## src/design/acttc_pkg.sv

```systemverilog
// Package for the 16-bit timer/counter: register map, fields, reset values.
// Assumes a 32-bit APB slave with byte-wide registers in the low data bits.
package acttc_pkg;
  // Register indices; byte address is four times the index
  localparam logic [7:0] IDX_INTERRUPT_CONTROL = 8'h0b;
  localparam logic [7:0] IDX_PERIPHERAL_INTERRUPT_FLAGS = 8'h0c;
  localparam logic [7:0] IDX_COUNT_LOW_BYTE = 8'h0e;
  localparam logic [7:0] IDX_COUNT_HIGH_BYTE = 8'h0f;
  localparam logic [7:0] IDX_TIMER_CONTROL = 8'h10;
  localparam logic [7:0] IDX_PERIPHERAL_INTERRUPT_ENABLES = 8'h8c;
  localparam logic [7:0] IDX_COMPARE_LOW = 8'h15;
  localparam logic [7:0] IDX_COMPARE_HIGH = 8'h16;
  localparam logic [7:0] IDX_COMPARE_CONTROL = 8'h17;
  // Field positions
  localparam int RUN_ENABLE_POS = 0;
  localparam int SOURCE_SELECT_POS = 1;
  localparam int SYNC_BYPASS_POS = 2;
  localparam int OSC_ENABLE_POS = 3;
  localparam int PRESCALE_LSB = 4;
  localparam int OVERFLOW_POS = 0;
  localparam int GLOBAL_IE_POS = 7;
  localparam int PERIPH_IE_POS = 6;
  // Reset values
  localparam logic [7:0] TIMER_CONTROL_RESET = 8'h00;
  localparam logic [7:0] FLAGS_RESET = 8'h00;
  localparam logic [7:0] ENABLES_RESET = 8'h00;
  localparam logic [7:0] INTCTL_RESET = 8'h00;
  localparam logic [3:0] SPECIAL_EVENT_MODE = 4'hb;
  localparam int PHASES = 4;
  typedef struct packed {
    logic [1:0] prescale;
    logic osc_enable;
    logic sync_bypass;
    logic source_select;
    logic run_enable;
  } acttc_ctrl_type;
  typedef enum logic [1:0] {ACTTC_Q1, ACTTC_Q2, ACTTC_Q3, ACTTC_Q4} acttc_phase_type;
endpackage

```

## src/design/acttc_timer.sv

```systemverilog
// 16-bit timer/counter with prescaler, sync/async external count, compare reset.
// Assumes pclk is the instruction oscillator; pins arrive asynchronously.
//
// Overview of operation
// - Count wraps from all ones to zero and sets the overflow flag.
// - Prescale field divides the count input by 1, 2, 4 or 8.
// - Source bit picks internal instruction clock or external rising edges.
// - Counter advances only while the run enable bit is set.
// - Sync mode samples prescaler output on second and fourth phases.
// - Increment happens a little after synchronization completes.
// - Ratios above 1:1 use a symmetrical ripple prescaler before sync.
// - Bypass bit counts the external input without phase synchronization.
// - Asynchronous counting continues in sleep and can wake the core.
// - Asynchronous counting is no time base for capture or compare.
// - Byte reads during asynchronous counting return stable values.
// - Oscillator enable bit starts the crystal oscillator, kept in sleep.
// - Compare mode 1011 special event trigger resets the counter.
// - Trigger reset does not set the overflow flag.
// - Trigger reset is guaranteed only in internal or synchronized counting.
// - A count write wins over a coinciding trigger.
// - Compare register pair acts as the counter period.
// - Count bytes are untouched by reset; only the trigger clears them.
// - Control register clears on power-on reset; timer stopped, 1:1.
// - Any write to a count byte clears the prescaler.
`timescale 1ns/1ps
`default_nettype none
module acttc_timer
  import acttc_pkg::*;
(
  input wire logic pclk,
  input wire logic presetn,
  input wire logic psel,
  input wire logic penable,
  input wire logic pwrite,
  input wire logic [31:0] paddr,
  input wire logic [31:0] pwdata,
  input wire logic [3:0] pstrb,
  output logic [31:0] prdata,
  output logic pready,
  output logic pslverr,
  input wire logic external_count_pin,
  input wire logic crystal_input_pin,
  input wire logic sleep_active,
  output logic crystal_output_pin,
  output logic crystal_output_pin_oe_n,
  output logic osc_enable_out,
  output logic interrupt_request,
  output logic wake_request,
  output logic timebase_valid,
  output logic [15:0] count_out
);
  // ==========================================================
  // Bus decode
  acttc_ctrl_type ctrl_q;
  logic [15:0] count_q;
  logic [15:0] compare_q;
  logic [3:0] compare_mode_q;
  logic [7:0] flags_q;
  logic [7:0] enables_q;
  logic [7:0] intctl_q;
  logic [2:0] prescale_q;
  logic access_fire;
  logic wr_fire;
  logic [7:0] reg_index;
  logic known_addr;

  function automatic logic idx_hit(input logic [7:0] idx, input logic [7:0] ref_idx);
    idx_hit = (idx == ref_idx);
  endfunction

  assign access_fire = psel && penable;
  // Write lands once, on the first access edge, not again in the ready cycle
  assign wr_fire = access_fire && !pready && pwrite && pstrb[0];
  assign reg_index = paddr[9:2];
  assign known_addr = (paddr[1:0] == 2'h0) && (paddr[31:10] == 22'h000000) &&
    (idx_hit(reg_index, IDX_INTERRUPT_CONTROL) ||
     idx_hit(reg_index, IDX_PERIPHERAL_INTERRUPT_FLAGS) ||
     idx_hit(reg_index, IDX_COUNT_LOW_BYTE) || idx_hit(reg_index, IDX_COUNT_HIGH_BYTE) ||
     idx_hit(reg_index, IDX_TIMER_CONTROL) ||
     idx_hit(reg_index, IDX_PERIPHERAL_INTERRUPT_ENABLES) ||
     idx_hit(reg_index, IDX_COMPARE_LOW) || idx_hit(reg_index, IDX_COMPARE_HIGH) ||
     idx_hit(reg_index, IDX_COMPARE_CONTROL));

  logic wr_low;
  logic wr_high;
  logic wr_count;
  assign wr_low = wr_fire && known_addr && idx_hit(reg_index, IDX_COUNT_LOW_BYTE);
  assign wr_high = wr_fire && known_addr && idx_hit(reg_index, IDX_COUNT_HIGH_BYTE);
  assign wr_count = wr_low || wr_high;

  // ==========================================================
  // Input synchronizers and phase clock
  logic [1:0] ext_sync_q;
  logic [1:0] xtal_sync_q;
  logic ext_level;
  acttc_phase_type phase_q;

  always_ff @(posedge pclk or negedge presetn) begin
    if (!presetn) begin
      ext_sync_q <= 2'h0;
      xtal_sync_q <= 2'h0;
    end else begin
      ext_sync_q <= {ext_sync_q[0], external_count_pin};
      xtal_sync_q <= {xtal_sync_q[0], crystal_input_pin};
    end
  end

  // Crystal input feeds the count when the oscillator runs
  assign ext_level = ctrl_q.osc_enable ? xtal_sync_q[1] : ext_sync_q[1];

  always_ff @(posedge pclk or negedge presetn) begin
    if (!presetn) begin
      phase_q <= ACTTC_Q1;
    end else begin
      unique case (phase_q)
        ACTTC_Q1: phase_q <= ACTTC_Q2;
        ACTTC_Q2: phase_q <= ACTTC_Q3;
        ACTTC_Q3: phase_q <= ACTTC_Q4;
        ACTTC_Q4: phase_q <= ACTTC_Q1;
      endcase
    end
  end

  // ==========================================================
  // Prescaler: a ripple-style divider on the selected source ticks, held symmetrical
  logic ext_prev_q;
  logic ext_rise;
  logic tick_src;
  logic pre_out;
  logic pre_prev_q;
  logic pre_rise;

  always_ff @(posedge pclk or negedge presetn) begin
    if (!presetn) begin
      ext_prev_q <= 1'b0;
    end else begin
      ext_prev_q <= ext_level;
    end
  end
  assign ext_rise = ext_level && !ext_prev_q;

  // Internal mode ticks once per instruction cycle
  assign tick_src = ctrl_q.source_select ? ext_rise : (phase_q == ACTTC_Q4);

  always_ff @(posedge pclk or negedge presetn) begin
    if (!presetn) begin
      prescale_q <= 3'h0;
    end else if (wr_count) begin
      prescale_q <= 3'h0;
    end else if (tick_src) begin
      prescale_q <= prescale_q + 3'h1;
    end
  end

  // Output bit toggles symmetrically at half the selected ratio
  always_comb begin
    unique case (ctrl_q.prescale)
      2'h0: pre_out = ctrl_q.source_select ? ext_level : tick_src;
      2'h1: pre_out = prescale_q[0];
      2'h2: pre_out = prescale_q[1];
      2'h3: pre_out = prescale_q[2];
    endcase
  end

  always_ff @(posedge pclk or negedge presetn) begin
    if (!presetn) begin
      pre_prev_q <= 1'b0;
    end else begin
      pre_prev_q <= pre_out;
    end
  end
  assign pre_rise = pre_out && !pre_prev_q;

  // ==========================================================
  // Synchronized path: sample on second and fourth phases, then count
  logic samp_q2_q;
  logic samp_q4_q;
  logic samp_prev_q;
  logic sync_edge;
  logic inc_pending_q;
  logic do_inc;
  logic async_mode;

  assign async_mode = ctrl_q.source_select && ctrl_q.sync_bypass;

  always_ff @(posedge pclk or negedge presetn) begin
    if (!presetn) begin
      samp_q2_q <= 1'b0;
      samp_q4_q <= 1'b0;
      samp_prev_q <= 1'b0;
    end else begin
      if (phase_q == ACTTC_Q2) begin
        samp_q2_q <= pre_out;
      end
      if (phase_q == ACTTC_Q4) begin
        samp_q4_q <= samp_q2_q;
        samp_prev_q <= samp_q4_q;
      end
    end
  end
  assign sync_edge = (phase_q == ACTTC_Q4) && samp_q4_q && !samp_prev_q;

  // Increment lands one cycle after sync completes
  always_ff @(posedge pclk or negedge presetn) begin
    if (!presetn) begin
      inc_pending_q <= 1'b0;
    end else begin
      inc_pending_q <= sync_edge && !sleep_active;
    end
  end

  // Internal mode uses prescaler edges; external sync uses sampled edge.
  // Async mode counts prescaler edges directly and keeps going in sleep.
  always_comb begin
    if (!ctrl_q.run_enable) begin
      do_inc = 1'b0;
    end else if (!ctrl_q.source_select) begin
      do_inc = pre_rise && !sleep_active;
    end else if (async_mode) begin
      do_inc = pre_rise;
    end else begin
      do_inc = inc_pending_q;
    end
  end

  // ==========================================================
  // Compare unit: special event trigger at period match
  logic trig;
  assign trig = (compare_mode_q == SPECIAL_EVENT_MODE) && !async_mode &&
    ctrl_q.run_enable && (count_q == compare_q);

  // ==========================================================
  // Count register; no reset by design, trigger clears it
  always_ff @(posedge pclk) begin
    if (wr_low) begin
      count_q[7:0] <= pwdata[7:0];
    end else if (trig) begin
      count_q[7:0] <= 8'h00;
    end else if (do_inc) begin
      count_q[7:0] <= count_q[7:0] + 8'h01;
    end
    if (wr_high) begin
      count_q[15:8] <= pwdata[7:0];
    end else if (trig && !wr_low) begin
      count_q[15:8] <= 8'h00;
    end else if (do_inc && !wr_low && (count_q[7:0] == 8'hff)) begin
      count_q[15:8] <= count_q[15:8] + 8'h01;
    end
  end

  // Count is unknown until loaded, so checks on it wait for both bytes
  logic [1:0] count_known_q;
  always_ff @(posedge pclk or negedge presetn) begin
    if (!presetn) begin
      count_known_q <= 2'h0;
    end else begin
      count_known_q <= count_known_q | {wr_high || trig, wr_low || trig};
    end
  end

  // ==========================================================
  // Control, compare, interrupt registers
  logic overflow_evt;
  assign overflow_evt = do_inc && !trig && !wr_count && (count_q == 16'hffff);

  always_ff @(posedge pclk or negedge presetn) begin
    if (!presetn) begin
      ctrl_q <= acttc_ctrl_type'(TIMER_CONTROL_RESET[5:0]);
      enables_q <= ENABLES_RESET;
      intctl_q <= INTCTL_RESET;
      compare_q <= 16'h0000;
      compare_mode_q <= 4'h0;
    end else if (wr_fire && known_addr) begin
      if (idx_hit(reg_index, IDX_TIMER_CONTROL)) begin
        ctrl_q <= acttc_ctrl_type'(pwdata[5:0]);
      end
      if (idx_hit(reg_index, IDX_PERIPHERAL_INTERRUPT_ENABLES)) begin
        enables_q <= pwdata[7:0];
      end
      if (idx_hit(reg_index, IDX_INTERRUPT_CONTROL)) begin
        intctl_q <= pwdata[7:0];
      end
      if (idx_hit(reg_index, IDX_COMPARE_LOW)) begin
        compare_q[7:0] <= pwdata[7:0];
      end
      if (idx_hit(reg_index, IDX_COMPARE_HIGH)) begin
        compare_q[15:8] <= pwdata[7:0];
      end
      if (idx_hit(reg_index, IDX_COMPARE_CONTROL)) begin
        compare_mode_q <= pwdata[3:0];
      end
    end
  end

  // Overflow event wins over a software clear in the same cycle
  always_ff @(posedge pclk or negedge presetn) begin
    if (!presetn) begin
      flags_q <= FLAGS_RESET;
    end else begin
      if (wr_fire && known_addr && idx_hit(reg_index, IDX_PERIPHERAL_INTERRUPT_FLAGS)) begin
        flags_q <= pwdata[7:0];
      end
      if (overflow_evt) begin
        flags_q[OVERFLOW_POS] <= 1'b1;
      end
    end
  end

  // ==========================================================
  // APB answer and outputs, all registered
  logic [7:0] rd_byte;
  always_comb begin
    rd_byte = 8'h00;
    if (idx_hit(reg_index, IDX_INTERRUPT_CONTROL)) rd_byte = intctl_q;
    if (idx_hit(reg_index, IDX_PERIPHERAL_INTERRUPT_FLAGS)) rd_byte = flags_q;
    if (idx_hit(reg_index, IDX_COUNT_LOW_BYTE)) rd_byte = count_q[7:0];
    if (idx_hit(reg_index, IDX_COUNT_HIGH_BYTE)) rd_byte = count_q[15:8];
    if (idx_hit(reg_index, IDX_TIMER_CONTROL)) rd_byte = {2'h0, ctrl_q};
    if (idx_hit(reg_index, IDX_PERIPHERAL_INTERRUPT_ENABLES)) rd_byte = enables_q;
    if (idx_hit(reg_index, IDX_COMPARE_LOW)) rd_byte = compare_q[7:0];
    if (idx_hit(reg_index, IDX_COMPARE_HIGH)) rd_byte = compare_q[15:8];
    if (idx_hit(reg_index, IDX_COMPARE_CONTROL)) rd_byte = {4'h0, compare_mode_q};
  end

  // One wait state: ready rises in the second access cycle
  always_ff @(posedge pclk or negedge presetn) begin
    if (!presetn) begin
      pready <= 1'b0;
      pslverr <= 1'b0;
      prdata <= 32'h00000000;
    end else begin
      pready <= access_fire && !pready;
      pslverr <= access_fire && !pready && !known_addr;
      prdata <= (access_fire && !pready && known_addr) ? {24'h000000, rd_byte} : 32'h00000000;
    end
  end

  logic irq_d;
  assign irq_d = flags_q[OVERFLOW_POS] && enables_q[OVERFLOW_POS];
  always_ff @(posedge pclk or negedge presetn) begin
    if (!presetn) begin
      interrupt_request <= 1'b0;
      wake_request <= 1'b0;
      timebase_valid <= 1'b0;
      osc_enable_out <= 1'b0;
      crystal_output_pin <= 1'b0;
      crystal_output_pin_oe_n <= 1'b1;
      count_out <= 16'h0000;
    end else begin
      interrupt_request <= irq_d && intctl_q[PERIPH_IE_POS] && intctl_q[GLOBAL_IE_POS];
      wake_request <= irq_d && sleep_active;
      timebase_valid <= !async_mode;
      osc_enable_out <= ctrl_q.osc_enable;
      crystal_output_pin <= !xtal_sync_q[1];
      crystal_output_pin_oe_n <= !ctrl_q.osc_enable;
      count_out <= count_q;
    end
  end
endmodule
`default_nettype wire

```

## config.mk

```make
export PLATFORM = sky130hd
export DESIGN_NAME = acttc_timer
export DESIGN_NICKNAME = d
export VERILOG_FILES = /design/src/design/acttc_pkg.sv /design/src/design/acttc_timer.sv
export SDC_FILE = /design/constraint.sdc
export NUM_CORES = 1
export LEC_CHECK = 0
export BUFFER_PORTS_ARGS = -buffer_cell sky130_fd_sc_hd__buf_2
export CAP_MARGIN = 15
export CORE_MARGIN = 2
export CORE_UTILIZATION = 44
export CTS_BUF_LIST = sky130_fd_sc_hd__clkbuf_4
export CTS_CLUSTER_DIAMETER = 200
export DETAILED_ROUTE_END_ITERATION = 6
export GPL_ROUTABILITY_DRIVEN = 0
export HOLD_SLACK_MARGIN = 0.15
export PLACE_DENSITY = 0.7
export SLEW_MARGIN = 5
export SYNTH_ARGS = -nofsm -noshare
export SYNTH_HDL_FRONTEND = slang
export SYNTH_SLANG_ARGS = --single-unit
```

## constraint.sdc

```tcl
create_clock -name pclk -period 2.2 [get_ports pclk]
set_input_delay 0.22 -clock pclk [delete_from_list [all_inputs] [get_ports pclk]]
set_output_delay 0.22 -clock pclk [all_outputs]
set_load 0.03 [all_outputs]
```

==> results_dict.tcl <==
set metrics [dict create \
    cts_tree "yes" \
    fin_util 0.564 \
    power.ir.vdd_worst_mv 0.499 \
    chipHeight_um 117 \
    rrSetupSlack_ps 30 \
    layout_commonest_cell "dfrtp_1" \
    hold_violations 0 \
    dr_wl_met2_um 7460 \
    start_util 0.449 \
    cts_root_buf "clkbuf_4" \
    synth_area_mm2 0.00567 \
    synthArstFlopShare 0.858 \
    synth_edf_count 16 \
    grt_setup_unrepaired "yes" \
    finalSetupViolCount 0 \
    antenna_left 0 \
    start_kind "flip-flop" \
    ys_warn_count 0 \
    cp.required_ps 2460 \
    cap_violations 0 \
    reg2reg_depth 8 \
    wl_um 15000 \
    critical-path-top-delay-family "simple AND/OR/NAND/NOR gates" \
    drc 0 \
    cts_buffer_depth 2 \
    drt-met1-wl_um 6060 \
    hold_path_end "pready$_DFF_PN0_" \
    synthDistinctLibCells 64 \
    hold_path_depth 3 \
    viasPerCell 5.52 \
    numCtsBuffers 17 \
    core_mm2 0.0126 \
    crit_fanout 5 \
    max_slew.worst_pin.slew_ps 635 \
    max-slew-margin-rel 0.576 \
    fin_skew_ps 19.8 \
    critical_path.max_stage_delay_ps 510 \
    worst-path-stages 8 \
    fillCellCount 1089 \
    status "completed" \
    cp-end-kind "flip-flop" \
    track_usage 0.228 \
    mostFrequentLayoutCells "96 x dfrtp_1, 79 x buf_2, 57 x buf_4" \
    syn_inst 471 \
    layout-drive-gt1-share 0.396 \
    synth_ff_type "dfrtp_1" \
    die-area_mm2 0.0138 \
    gr-total-overflow 0 \
    r2r_start "count_q[1]$_DFFE_PP_" \
    power.density_mw_per_mm2 594 \
    grt_pass1_vias 4644 \
    fmax_mhz 462 \
    dr_total_vias 4458 \
    route.top_layer_used "met4" \
    tns_ps 0 \
    ys_seq_elements 113 \
    period_needed_ps 2170 \
    crit_path_frequent_cell "and3_4" \
    grt_first_pass_wirelength_um 24000 \
    drv_slew 0 \
    fin_nets 706 \
    hold_class "in2reg" \
    fin_crit_sh 0.984 \
    pin_count 132 \
    wl_per_cell_um 18.6 \
    first_pass_iters 5 \
    syn_avg_cell_area_um2 12.0 \
    grt_start_max_net_pins 49 \
    finalPower_mw 4.23 \
    clk_latency_ps 550 \
    crit_type "reg2reg" \
    r2r_end "count_q[15]$_DFFE_PP_" \
    cpMaxStageDelayCell "edfxtp_1" \
    first_iter_violations 365 \
    clkTransAtPathRegs_ps 100 \
    wl_met3_um 1100 \
    htree_levels 4 \
    numClockSinks 113 \
    dp_hpwl_um 11200 \
    port_buffers 80 \
    yosysSeqAreaShare 0.513 \
    die_x_um 117 \
    syn_to_final_growth_pct 25.7 \
    path_buf_inv 2 \
    path_cells "buf_6 > ha_4 > and3_4 > and3_4 > and3_1 > nand4_1 > a21oi_4 > buf_12" \
    num_antenna_cells 0 \
    num_rows 41 \
    antenna_found_initial 0 \
    cp.arrival_ps 2430 \
    hold_start "penable" \
    p_leak_nw 3.23 \
]
## state kept, by name, summed over array words and instances, names as in the netlist, 2 cells and up
signal	cells
compare_mode_q	4
compare_q	16
prdata	8
count_q	16
ext_sync_q	2
enables_q	8
intctl_q	8
prescale_q	3
xtal_sync_q	2
count_out	16
flags_q	8
phase_q	2
ctrl_q	6
## cell usage after synthesis, drive strengths merged, types with 2 or more instances
cell / count / area, um^2
xnor2: 16 / 140
edfxtp: 16 / 480
o21bai: 2 / 26.3
a22oi: 8 / 60.1
and2: 2 / 12.5
or4: 3 / 22.5
and4: 3 / 26.3
nand3: 12 / 60.1
clkbuf: 14 / 52.6
nand2: 24 / 92.6
a21o: 9 / 67.6
nor3: 4 / 25.0
xor2: 16 / 140
nand4: 8 / 62.6
buf: 29 / 216
a32o: 6 / 60.1
and3b: 2 / 17.5
o221a: 4 / 45.0
nor2b: 4 / 25.0
o31ai: 3 / 22.5
a32oi: 5 / 43.8
nor2: 13 / 48.8
a21oi: 8 / 40.0
ha: 7 / 87.6
o22ai: 6 / 37.5
a2bb2oi: 2 / 17.5
or2: 3 / 18.8
a222oi: 3 / 30.0
inv: 13 / 48.8
a221o: 5 / 50.1
nor4: 15 / 145
and3: 8 / 50.1
mux2: 53 / 597
o21ai: 18 / 90.1
dfrtp: 96 / 2400
nand2b: 5 / 31.3
nand3b: 2 / 15.0
mux2i: 9 / 90.1
## kinds of logic (layout without fill, tap and decap cells)
kind of cell / after synthesis / after routing / synth area share
fa+ha+maj: 7 / 7 / 0.0155
flops: 113 / 113 / 0.513
mux: 62 / 62 / 0.121
other cells: 1 / 24 / 0.000662
xor+xnor: 32 / 32 / 0.0495
compound gates: 86 / 86 / 0.118
buf+inv: 56 / 198 / 0.0561
simple gates: 114 / 114 / 0.126
## timing repair
| item | 4_1_cts | 5_1_grt |
|---|---|---|
| setup buffers | 3 | 0 |
| hold buffers | 13 | 0 |
| endpoints found under the hold margin | 106 | 0 |
| endpoints found under the setup margin | 8 | 32 |
| pin swaps | 2 | 3 |
| gates resized for setup | 4 | 7 |
## cell type report
class                      instances  area [um^2]  share of cell area
clock buffer                      17          128              0.0179
clock inverter                    15          216              0.0304
inverter                          13         48.8             0.00685
multi-input combinational        325         2590               0.364
sequential                       113         2910               0.409
tap                              172          215              0.0302
timing repair buffer             153         1010               0.141
## worst min-delay path: stages
cell and delay, ps:
buf_2 80, and3b_1 230, buf_4 160
## metal layers
layer  GRT usage  vias to the layer above
met3      0.0649                       33
met2       0.374                      187
met1       0.280                     2216
met4       0.103                        0
met5           0                        -
li1            -                     2022
## worst max path at each step
stage | end | slack [ps] | start
finish | count_q[15]$_DFFE_PP_ | 30 | count_q[1]$_DFFE_PP_
global route | count_q[15]$_DFFE_PP_ | -60 | count_q[1]$_DFFE_PP_
CTS | count_q[14]$_DFFE_PP_ | 10 | count_q[1]$_DFFE_PP_
detailed placement | count_q[2]$_DFFE_PP_ | -100 | paddr[7]
global placement | count_q[2]$_DFFE_PP_ | -50 | paddr[7]
floorplan | count_q[0]$_DFFE_PP_ | -140 | paddr[7]
## where the power goes
| group | leakage (nW) | switching, mW | total (mW) | internal (mW) |
|---|---|---|---|---|
| clock | 0.171 | 0.824 | 1.83 | 1.01 |
| combinational | 1.72 | 0.192 | 0.280 | 0.0878 |
| sequential | 1.35 | 0.00263 | 2.12 | 2.12 |
## through the flow
| step | setup slack, ps | instances | hold WS (ps) | instance area (um^2) |
|---|---|---|---|---|
| 2_1_floorplan | -142 | 494 | -75.6 | 5790 |
| 3_3_place_gp | -50.1 | 760 | 259 | 6560 |
| 3_5_place_dp | -100 | 760 | 273 | 6560 |
| 4_1_cts | 13.2 | 808 | 151 | 7090 |
| 5_1_grt | -56.2 | 808 | 163 | 7120 |
| 6_report | 34.3 | 808 | 189 | 7120 |
No activity file was read; power rests on OpenSTA's default activity.
